[config.mk]
export PLATFORM = sky130hd
export DESIGN_NAME = ibe_engine
export DESIGN_NICKNAME = d
export VERILOG_FILES = /design/src/rtl/ibe_sync.v /design/src/rtl/ibe_engine.v
export VERILOG_INCLUDE_DIRS = /design/src /design/src/rtl
export SDC_FILE = /design/constraint.sdc
export NUM_CORES = 1
export LEC_CHECK = 0
export CORE_MARGIN = 2
export CORE_UTILIZATION = 40
export DETAILED_ROUTE_END_ITERATION = 6
export DONT_BUFFER_PORTS = 1
export GPL_ROUTABILITY_DRIVEN = 1
export HOLD_SLACK_MARGIN = 0.05
export PLACE_DENSITY = 0.53
export SLEW_MARGIN = 5
export SYNTH_ARGS = -nofsm -noshare
export SYNTH_HDL_FRONTEND = slang
export SYNTH_SLANG_ARGS = --single-unit
[constraint.sdc]
create_clock -name core_clk -period 4.9 [get_ports core_clk]
set_clock_uncertainty 0.1 [all_clocks]
set_input_delay 0.245 -clock core_clk [delete_from_list [all_inputs] [get_ports core_clk]]
set_output_delay 0.245 -clock core_clk [all_outputs]
set_load 0.02 [all_outputs]
[src/rtl/ibe_defs.vh]
// Constants of the two-wire bus protocol engine
`ifndef IBE_DEFS_VH
`define IBE_DEFS_VH

// Register indices on the local register port
`define IBE_ADR_OWN 3'h0
`define IBE_ADR_CTRL 3'h1
`define IBE_ADR_STAT 3'h2
`define IBE_ADR_DATA 3'h3
`define IBE_ADR_DIV 3'h4

// Control register fields
`define IBE_CB_EN 7
`define IBE_CB_IE 6
`define IBE_CB_MS 5
`define IBE_CB_TX 4
`define IBE_CB_TXAK 3
`define IBE_CB_RSTA 2
`define IBE_CB_WOFF 0

// Status register fields
`define IBE_SB_TCF 7
`define IBE_SB_AAS 6
`define IBE_SB_BB 5
`define IBE_SB_AL 4
`define IBE_SB_SRW 2
`define IBE_SB_IF 1
`define IBE_SB_RXAK 0

// Reset values
`define IBE_OWN_RST 8'h00
`define IBE_DIV_RST 8'h1f
`define IBE_BYTE_ZERO 8'h00

// Bit slot of the acknowledge within a byte
`define IBE_ACK_SLOT 4'h8
`define IBE_LAST_DATA 4'h7
// Slot held between START and its SCL fall, which carries no data bit
`define IBE_PRE_SLOT 4'hf

`endif

[src/rtl/ibe_sync.v]
// Two-stage synchroniser for inputs arriving from outside the core clock
`timescale 1ns/1ns
module ibe_sync #(
    parameter WIDTH = 2
) (
    core_clk,
    reset_n,
    async_in,
    sync_out
);
    input wire core_clk;
    input wire reset_n;
    input wire [WIDTH-1:0] async_in;
    output wire [WIDTH-1:0] sync_out;

    genvar gi;
    generate
        for (gi = 0; gi < WIDTH; gi = gi + 1) begin : g_bit
            reg meta_q;
            reg stab_q;
            // Idle bus lines are high, so reset to the released level
            always @(posedge core_clk) begin
                if (!reset_n) begin
                    meta_q <= 1'b1;
                    stab_q <= 1'b1;
                end else begin
                    meta_q <= async_in[gi];
                    stab_q <= meta_q;
                end
            end
            assign sync_out[gi] = stab_q;
        end
    endgenerate
endmodule // ibe_sync

[src/rtl/ibe_engine.v]
// Protocol engine of a multi-master two-wire serial bus controller
//
// Our own choices: the register addresses and the address-and-strobe port.
`timescale 1ns/1ns
`include "ibe_defs.vh"
module ibe_engine (
    core_clk,
    reset_n,
    reg_addr,
    reg_wdata,
    reg_wr,
    reg_rd,
    reg_rdata,
    scl_in,
    sda_in,
    scl_out,
    scl_oe,
    sda_out,
    sda_oe,
    wait_mode,
    stop_mode,
    irq
);
    input wire core_clk;
    input wire reset_n;
    input wire [2:0] reg_addr;
    input wire [7:0] reg_wdata;
    input wire reg_wr;
    input wire reg_rd;
    output reg [7:0] reg_rdata;
    input wire scl_in;
    input wire sda_in;
    output reg scl_out;
    output reg scl_oe;
    output reg sda_out;
    output reg sda_oe;
    input wire wait_mode;
    input wire stop_mode;
    output reg irq;

    // ****************************************************************
    // Declarations
    // ****************************************************************
    localparam M_IDLE = 3'h0;
    localparam M_START = 3'h1;
    localparam M_HOLD = 3'h2;
    localparam M_RUN = 3'h3;
    localparam M_STOP = 3'h4;
    localparam M_RSTA = 3'h5;

    reg [7:0] own_q;
    reg [7:0] div_q;
    reg [7:0] shift_q;
    reg [7:0] cnt_q;
    reg en_q;
    reg ie_q;
    reg ms_q;
    reg tx_q;
    reg txak_q;
    reg woff_q;
    reg rsta_q;
    reg tcf_q;
    reg aas_q;
    reg bb_q;
    reg al_q;
    reg srw_q;
    reg if_q;
    reg rxak_q;
    reg [3:0] bitn_q;
    reg addr_ph_q;
    reg frame_q;
    reg slv_q;
    reg hold_q;
    reg hi_q;
    reg [2:0] mst_q;
    reg [1:0] ph_q;
    reg scl_p_q;
    reg sda_p_q;
    reg [7:0] rd_mux;

    wire [1:0] lines_s;
    wire scl_s;
    wire sda_s;

    // ****************************************************************
    // Line synchronisers
    // ****************************************************************
    ibe_sync #(
        .WIDTH(2)
    ) u_sync (
        .core_clk(core_clk),
        .reset_n(reset_n),
        .async_in({scl_in, sda_in}),
        .sync_out(lines_s)
    );

    assign scl_s = lines_s[1];
    assign sda_s = lines_s[0];

    // ****************************************************************
    // Decoded conditions
    // ****************************************************************
    wire scl_rise = scl_s & ~scl_p_q;
    wire scl_fall = ~scl_s & scl_p_q;
    wire start_det = scl_s & scl_p_q & sda_p_q & ~sda_s;
    wire stop_det = scl_s & scl_p_q & ~sda_p_q & sda_s;
    // Halted engine freezes the protocol state flops; register-port writes, reg_rdata and irq still update
    wire run = en_q & ~stop_mode & ~(wait_mode & woff_q);
    wire ctrl_wr = reg_wr & (reg_addr == `IBE_ADR_CTRL);
    wire stat_wr = reg_wr & (reg_addr == `IBE_ADR_STAT);
    wire data_wr = reg_wr & (reg_addr == `IBE_ADR_DATA);
    wire data_rd = reg_rd & (reg_addr == `IBE_ADR_DATA);
    wire cnt_done = (cnt_q >= div_q);
    wire master = (mst_q != M_IDLE);
    wire match = (shift_q[7:1] == own_q[7:1]);
    wire is_ack = (bitn_q == `IBE_ACK_SLOT);
    // Who transmits data bits; the address byte always goes out from the master
    wire txing = addr_ph_q ? master : ((master | slv_q) & tx_q);
    wire ack_drive = addr_ph_q ? (~master & match) : ((master | slv_q) & ~tx_q & ~txak_q);
    wire go = hold_q & ((data_wr & tx_q) | (data_rd & ~tx_q));
    // Arbitration is judged only where this master released SDA
    wire lose_arb = (mst_q == M_RUN) & frame_q & scl_rise & ~sda_oe & ~sda_s &
                    (is_ack ? (~addr_ph_q & ~tx_q & txak_q) : txing);
    wire lose_stop = stop_det & master & (mst_q != M_STOP);
    wire lose_busy = (mst_q == M_IDLE) & ms_q & bb_q;
    wire lose_rsta = rsta_q & ~master;
    wire lose = lose_arb | lose_stop | lose_busy | lose_rsta;

    // ****************************************************************
    // Read multiplexer
    // ****************************************************************
    always @* begin
        case (reg_addr)
            `IBE_ADR_OWN: rd_mux = own_q;
            `IBE_ADR_CTRL: rd_mux = {en_q, ie_q, ms_q, tx_q, txak_q, 2'b00, woff_q};
            `IBE_ADR_STAT: rd_mux = {tcf_q, aas_q, bb_q, al_q, 1'b0, srw_q, if_q, rxak_q};
            `IBE_ADR_DATA: rd_mux = shift_q;
            `IBE_ADR_DIV: rd_mux = div_q;
            default: rd_mux = `IBE_BYTE_ZERO;
        endcase
    end

    // ****************************************************************
    // Registers and protocol engine
    // ****************************************************************
    always @(posedge core_clk) begin
        if (!reset_n) begin
            own_q <= `IBE_OWN_RST;
            div_q <= `IBE_DIV_RST;
            shift_q <= `IBE_BYTE_ZERO;
            cnt_q <= `IBE_BYTE_ZERO;
            en_q <= 1'b0;
            ie_q <= 1'b0;
            ms_q <= 1'b0;
            tx_q <= 1'b0;
            txak_q <= 1'b0;
            woff_q <= 1'b0;
            rsta_q <= 1'b0;
            tcf_q <= 1'b1;
            aas_q <= 1'b0;
            bb_q <= 1'b0;
            al_q <= 1'b0;
            srw_q <= 1'b0;
            if_q <= 1'b0;
            rxak_q <= 1'b1;
            bitn_q <= 4'h0;
            addr_ph_q <= 1'b0;
            frame_q <= 1'b0;
            slv_q <= 1'b0;
            hold_q <= 1'b0;
            hi_q <= 1'b0;
            mst_q <= M_IDLE;
            ph_q <= 2'b00;
            scl_p_q <= 1'b1;
            sda_p_q <= 1'b1;
            reg_rdata <= `IBE_BYTE_ZERO;
            scl_out <= 1'b0;
            sda_out <= 1'b0;
            scl_oe <= 1'b0;
            sda_oe <= 1'b0;
            irq <= 1'b0;
        end else begin
            // Output data stays low: the pins only ever pull down or float
            scl_out <= 1'b0;
            sda_out <= 1'b0;
            reg_rdata <= reg_rd ? rd_mux : `IBE_BYTE_ZERO;
            irq <= if_q & ie_q;
            if (reg_wr && reg_addr == `IBE_ADR_OWN) begin
                own_q <= reg_wdata;
            end
            if (reg_wr && reg_addr == `IBE_ADR_DIV) begin
                div_q <= reg_wdata;
            end
            if (ctrl_wr) begin
                en_q <= reg_wdata[`IBE_CB_EN];
                ie_q <= reg_wdata[`IBE_CB_IE];
                ms_q <= reg_wdata[`IBE_CB_MS];
                tx_q <= reg_wdata[`IBE_CB_TX];
                txak_q <= reg_wdata[`IBE_CB_TXAK];
                woff_q <= reg_wdata[`IBE_CB_WOFF];
                rsta_q <= reg_wdata[`IBE_CB_RSTA];
                aas_q <= 1'b0;
            end
            if (stat_wr && reg_wdata[`IBE_SB_AL]) begin
                al_q <= 1'b0;
            end
            if (stat_wr && reg_wdata[`IBE_SB_IF]) begin
                if_q <= 1'b0;
            end
            if (!en_q) begin
                // Disabled: bus let go, protocol state and MS cleared, other settings kept
                mst_q <= M_IDLE;
                ms_q <= 1'b0;
                frame_q <= 1'b0;
                slv_q <= 1'b0;
                hold_q <= 1'b0;
                bb_q <= 1'b0;
                scl_oe <= 1'b0;
                sda_oe <= 1'b0;
                scl_p_q <= 1'b1;
                sda_p_q <= 1'b1;
            end else if (run) begin
                scl_p_q <= scl_s;
                sda_p_q <= sda_s;
                cnt_q <= cnt_done ? cnt_q : cnt_q + 8'h01;
                if (start_det) begin
                    bb_q <= 1'b1;
                    frame_q <= 1'b1;
                    addr_ph_q <= 1'b1;
                    // The SCL fall that completes START wraps this slot to bit zero
                    bitn_q <= `IBE_PRE_SLOT;
                    slv_q <= 1'b0;
                    tcf_q <= 1'b0;
                    if (!master) begin
                        hold_q <= 1'b0;
                    end
                end
                if (stop_det) begin
                    bb_q <= 1'b0;
                    frame_q <= 1'b0;
                    slv_q <= 1'b0;
                    if (!master) begin
                        hold_q <= 1'b0;
                        scl_oe <= 1'b0;
                        sda_oe <= 1'b0;
                    end
                end
                // Data is sampled while SCL is high, one bit per clock
                if (scl_rise && frame_q) begin
                    // The acknowledge is kept out of the byte so address and data stay whole
                    if (!is_ack) begin
                        shift_q <= {shift_q[6:0], sda_s};
                    end
                    if (is_ack) begin
                        rxak_q <= sda_s;
                        if (slv_q && tx_q && !addr_ph_q && sda_s) begin
                            slv_q <= 1'b0;
                        end
                    end
                end
                // ************************************************************
                // Master clock generation and bus conditions
                // ************************************************************
                case (mst_q)
                    M_IDLE: begin
                        if (ms_q && !bb_q) begin
                            mst_q <= M_START;
                            cnt_q <= `IBE_BYTE_ZERO;
                            sda_oe <= 1'b1;
                        end
                    end
                    M_START: begin
                        if (cnt_done) begin
                            scl_oe <= 1'b1;
                            hold_q <= 1'b1;
                            mst_q <= M_HOLD;
                        end
                    end
                    M_HOLD: begin
                        if (!ms_q) begin
                            // SCL is low here, so pulling SDA low is no condition
                            mst_q <= M_STOP;
                            ph_q <= 2'b00;
                            cnt_q <= `IBE_BYTE_ZERO;
                            sda_oe <= 1'b1;
                        end else if (rsta_q) begin
                            rsta_q <= 1'b0;
                            mst_q <= M_RSTA;
                            ph_q <= 2'b00;
                            cnt_q <= `IBE_BYTE_ZERO;
                            sda_oe <= 1'b0;
                        end
                    end
                    M_RUN: begin
                        if (scl_fall) begin
                            hi_q <= 1'b0;
                            cnt_q <= `IBE_BYTE_ZERO;
                            scl_oe <= 1'b1;
                        end else if (!hi_q) begin
                            if (scl_oe) begin
                                if (cnt_done) begin
                                    scl_oe <= 1'b0;
                                end
                            end else if (scl_s) begin
                                // Others may still hold SCL low: wait for the real line
                                hi_q <= 1'b1;
                                cnt_q <= `IBE_BYTE_ZERO;
                            end
                        end else if (cnt_done) begin
                            scl_oe <= 1'b1;
                        end
                    end
                    M_STOP: begin
                        case (ph_q)
                            2'b00: begin
                                if (cnt_done) begin
                                    scl_oe <= 1'b0;
                                    ph_q <= 2'b01;
                                end
                            end
                            2'b01: begin
                                if (scl_s) begin
                                    cnt_q <= `IBE_BYTE_ZERO;
                                    ph_q <= 2'b10;
                                end
                            end
                            default: begin
                                if (cnt_done) begin
                                    sda_oe <= 1'b0;
                                    hold_q <= 1'b0;
                                    mst_q <= M_IDLE;
                                end
                            end
                        endcase
                    end
                    M_RSTA: begin
                        case (ph_q)
                            2'b00: begin
                                if (cnt_done) begin
                                    scl_oe <= 1'b0;
                                    ph_q <= 2'b01;
                                end
                            end
                            2'b01: begin
                                if (scl_s) begin
                                    cnt_q <= `IBE_BYTE_ZERO;
                                    ph_q <= 2'b10;
                                end
                            end
                            2'b10: begin
                                if (cnt_done) begin
                                    sda_oe <= 1'b1;
                                    cnt_q <= `IBE_BYTE_ZERO;
                                    ph_q <= 2'b11;
                                end
                            end
                            default: begin
                                if (cnt_done) begin
                                    scl_oe <= 1'b1;
                                    mst_q <= M_HOLD;
                                end
                            end
                        endcase
                    end
                    default: begin
                        mst_q <= M_IDLE;
                    end
                endcase
                // ************************************************************
                // Bit and byte sequencing on the falling SCL edge
                // ************************************************************
                if (scl_fall && frame_q) begin
                    if (is_ack) begin
                        bitn_q <= 4'h0;
                        addr_ph_q <= 1'b0;
                        sda_oe <= 1'b0;
                        if (master || slv_q || (addr_ph_q && match)) begin
                            tcf_q <= 1'b1;
                            if_q <= 1'b1;
                        end
                        if (addr_ph_q && !master && match) begin
                            aas_q <= 1'b1;
                            srw_q <= shift_q[0];
                            slv_q <= 1'b1;
                            hold_q <= 1'b1;
                            scl_oe <= 1'b1;
                        end else if (master || slv_q) begin
                            hold_q <= 1'b1;
                            scl_oe <= 1'b1;
                            if (master) begin
                                mst_q <= M_HOLD;
                            end
                        end
                    end else begin
                        bitn_q <= bitn_q + 4'h1;
                        if (bitn_q == `IBE_LAST_DATA) begin
                            sda_oe <= ack_drive;
                        end else begin
                            sda_oe <= txing & ~shift_q[7];
                        end
                    end
                end
                // A data-port write when transmitting, or a data-port read when receiving, releases a held byte boundary
                if (go) begin
                    hold_q <= 1'b0;
                    tcf_q <= 1'b0;
                    if (tx_q) begin
                        shift_q <= reg_wdata;
                        sda_oe <= ~reg_wdata[7];
                    end else begin
                        sda_oe <= 1'b0;
                    end
                    if (master) begin
                        mst_q <= M_RUN;
                        hi_q <= 1'b0;
                        cnt_q <= `IBE_BYTE_ZERO;
                    end else begin
                        scl_oe <= 1'b0;
                    end
                end
                if (lose) begin
                    al_q <= 1'b1;
                    if_q <= 1'b1;
                    ms_q <= 1'b0;
                    rsta_q <= 1'b0;
                    mst_q <= M_IDLE;
                    if (master) begin
                        // No STOP is formed: both lines simply let go
                        sda_oe <= 1'b0;
                        scl_oe <= 1'b0;
                        hold_q <= 1'b0;
                    end
                end
            end
        end
    end
endmodule // ibe_engine

==> impl_metrics.csv <==
group,metric,value,unit
clocking,tritoncts,"done",
power,p_clk_share,39.7,%
timing,fmax,302,MHz
clocking,cts-resized-gates,0,
timing,hold_violations,0,
yosys,synth_area_per_cell,8.03,um2
drt,wirelength,13400,um
finish,layout.nets,590,
timing,holdWs,0.0849,ns
yosys,ys.flop_type,"dfxtp_1",
power,p_int,0.845,mW
critical_path,arrival,3.51,ns
power,switching_power,0.317,mW
drt,ant_nets,0,
yosys,async_flop_share,0,%
die,die-area,12100,um2
drt,drt_iter0_markers,245,
die,ios,32,
clocking,cts.sinks,76,
place,dp_hpwl,9440,um
finish,multi_input_area,2740,um2
die,std_cell_rows,38,
critical_path,worst-path-max-fanout,13,
clocking,clock_latency,0.37,ns
power,vdd_ir_drop_max,194,uV
drt,vias,4190,
die,die_w,110,um
status,status,"finished, final reports clean",
clocking,h-tree-depth,3,
yosys,syn-instance-count,560,
finish,drive_gt1_share,5.54,%
critical_path,critical_path_class,"flip-flop to flip-flop",
drt,drc_errors,0,
drt,drtPass1Iterations,5,
grt,gr-usage-all-layers,23.8,%
timing,rsz0062_at_grt,"false",
power,p_leak,1.77,nW
yosys,ys_seq_area_share,33.9,%
drt,routed_via_density,5.99,
timing,layout_min_cycle_time,3.31,ns
flow_run,maxCapViolCount,0,
critical_path,crit_required,5.10,ns
timing,drv_slew,0,
clocking,cts_setup_buffers,0,
die,fp.dieH,110,um
power,p_comb_share,5.8,%
clocking,clockRootBuffer,"clkbuf_8",
timing,period_share,67.6,%
grt,grt_pass1_vias,4046,
timing,setup_tns,0,ns
yosys,ys_warn_count,0,
finish,fin_cells,700,
grt,grt_max_degree,51,
power,p_per_area,238,nW/um2
yosys,synth_edf_count,0,
timing,worst_pin_slew,0.965,ns
clocking,clk_path_buf_depth,2,
finish,antenna_cells,0,
place,dp.cells,668,
clocking,clkTransAtPathRegs,0.09,ns
finish,syn_to_final_growth,8.80,%
finish,ff_latch_area,1520,um2
timing,setup_viol,0,
yosys,synthDistinctLibCells,66,
critical_path,cp-end-kind,"flip-flop",
die,initial_core_util,41.3,%
die,core_area,10900,um2
timing,layout_setup_ws,1.59,ns
timing,maxSlewHeadroom,35.2,%
power,p_sw_share,27.3,%
yosys,synth_area,4490,um2
yosys,ys_ff_latch,76,
finish,utilization,44.9,%
clocking,numCtsBuffers,9,
grt,antenna_found_initial,0,
grt,overflow,0,
finish,nFillCells,1111,
grt,grt_first_pass_wirelength,21900,um
drt,wl_per_cell,19.2,um
critical_path,worstSetupStartpointType,"flip-flop",
power,seqPwrFrac,54.4,%
place,numPortBuffers,0,
place,post-place-ws,1.63,ns
worst_hold_path,hp-class,"primary input to flip-flop",
place,gp_congestion,0.856,
[power groups by stage]
| stage | logic [mW] | clock network, mW | registers (mW) |
|---|---|---|---|
| floorplan | 0.0481 | 0 | 0.643 |
| global placement | 0.0428 | 0 | 0.647 |
| detailed placement | 0.0437 | 0 | 0.647 |
| CTS | 0.0677 | 0.473 | 0.632 |
| global route | 0.0740 | 0.497 | 0.633 |
| finish | 0.0678 | 0.461 | 0.632 |
[placed cells by master, fill, tap and decap left out, types with 8 or more instances in the layout]
cell	netlist	final
dlygate4sd3_1	0	15
mux2i_1	21	21
nor3_1	11	11
nand4_1	8	8
nor2_1	40	40
nand2b_1	13	13
nand2_1	64	64
a21boi_0	13	13
o211a_1	8	8
dfxtp_1	76	76
o21ai_0	29	29
nor2b_1	19	19
inv_1	21	21
nand3_1	17	17
a21oi_1	39	39
or3_1	8	8
o21a_1	8	8
ha_1	16	16
clkbuf_8	0	9
a22oi_1	9	9
[final cells by class]
type	count	share of cell area (%)
multi-input cells	428	56.1
flip-flops and latches	76	31.1
repair buffers	18	3.79
well taps	140	3.58
clock buffers	9	2.53
inverters	22	1.69
clock inverters	7	1.18
[critical path, cell delays in order (launching register included)]
cell and delay [ns]:
dfxtp_1 0.38, inv_1 0.08, ha_1 0.28, nand2b_4 0.12, a2111oi_4 0.07, o31ai_2 0.82
clkinv_1 0.54, ha_1 0.41, a21oi_1 0.12, o221ai_1 0.14, a21boi_0 0.18
[synth_stat cells, drive strengths merged (10+ instances only)]
cell / count / area share (%)
clkbuf: 25 / 2.1
dfxtp: 76 / 34
nor3: 11 / 1.2
nand2: 64 / 5.3
a21boi: 13 / 2.2
a21oi: 39 / 4.3
inv: 21 / 1.8
o21ai: 29 / 3.2
ha: 16 / 4.5
nor2b: 19 / 2.6
nor2: 41 / 3.5
buf: 10 / 1.3
mux2i: 21 / 4.7
nand2b: 14 / 2.1
nand3: 17 / 1.9
[sequential cells by signal, indices dropped and copies added, names as in the netlist, 2 cells and up]
register,flops
div_q,8
ph_q,2
u_sync.g_bit.stab_q,2
u_sync.g_bit.meta_q,2
mst_q,3
reg_rdata,8
bitn_q,4
own_q,8
shift_q,8
cnt_q,8
[metrics by stage]
| step | cell area (um2) | power (mW) |
|---|---|---|
| after floorplan | 4500 | 0.691 |
| after global placement | 4540 | 0.689 |
| after detailed placement | 4540 | 0.690 |
| after CTS | 4890 | 1.17 |
| after global routing | 4890 | 1.20 |
| final | 4890 | 1.16 |
[timing repair]
action / CTS / global route
setup endpoints to repair: 0 / 0
endpoints found under the hold margin: 55 / 0
hold buffers: 16 / 0
[logic make-up (layout without fill, tap and decap cells)]
group | Yosys count | count (layout) | synth area share (%)
buf+inv | 57 | 56 | 5.18
flops | 76 | 76 | 33.9
compound gates | 157 | 157 | 23.9
simple gates | 220 | 220 | 25.1
mux | 24 | 24 | 5.68
fa+ha+maj | 16 | 16 | 4.45
xor+xnor | 9 | 9 | 1.75
other cells | 1 | 2 | 0.0834
[layer usage]
layer	global-route usage (%)	up-vias	wire, um
li1	-	2014	-
met5	0	-	0
met1	32.7	2031	6280
met2	37.0	117	5970
met3	5.47	28	875
met4	7.50	0	285
[worst paths after layout]
check | startpoint | end | slack [ns] | cells after the start
setup / recovery | cnt_q[0] | cnt_q[0] | 1.59 | 10
hold / removal | reg_addr[0] | reg_rdata[3] | 0.08 | 4
setup reg to reg | cnt_q[0] | cnt_q[0] | 1.59 | 10
hold reg to reg | u_sync.g_bit[1].meta_q | u_sync.g_bit[1].stab_q | 0.31 | 1
(Power assumes the default switching activity.)
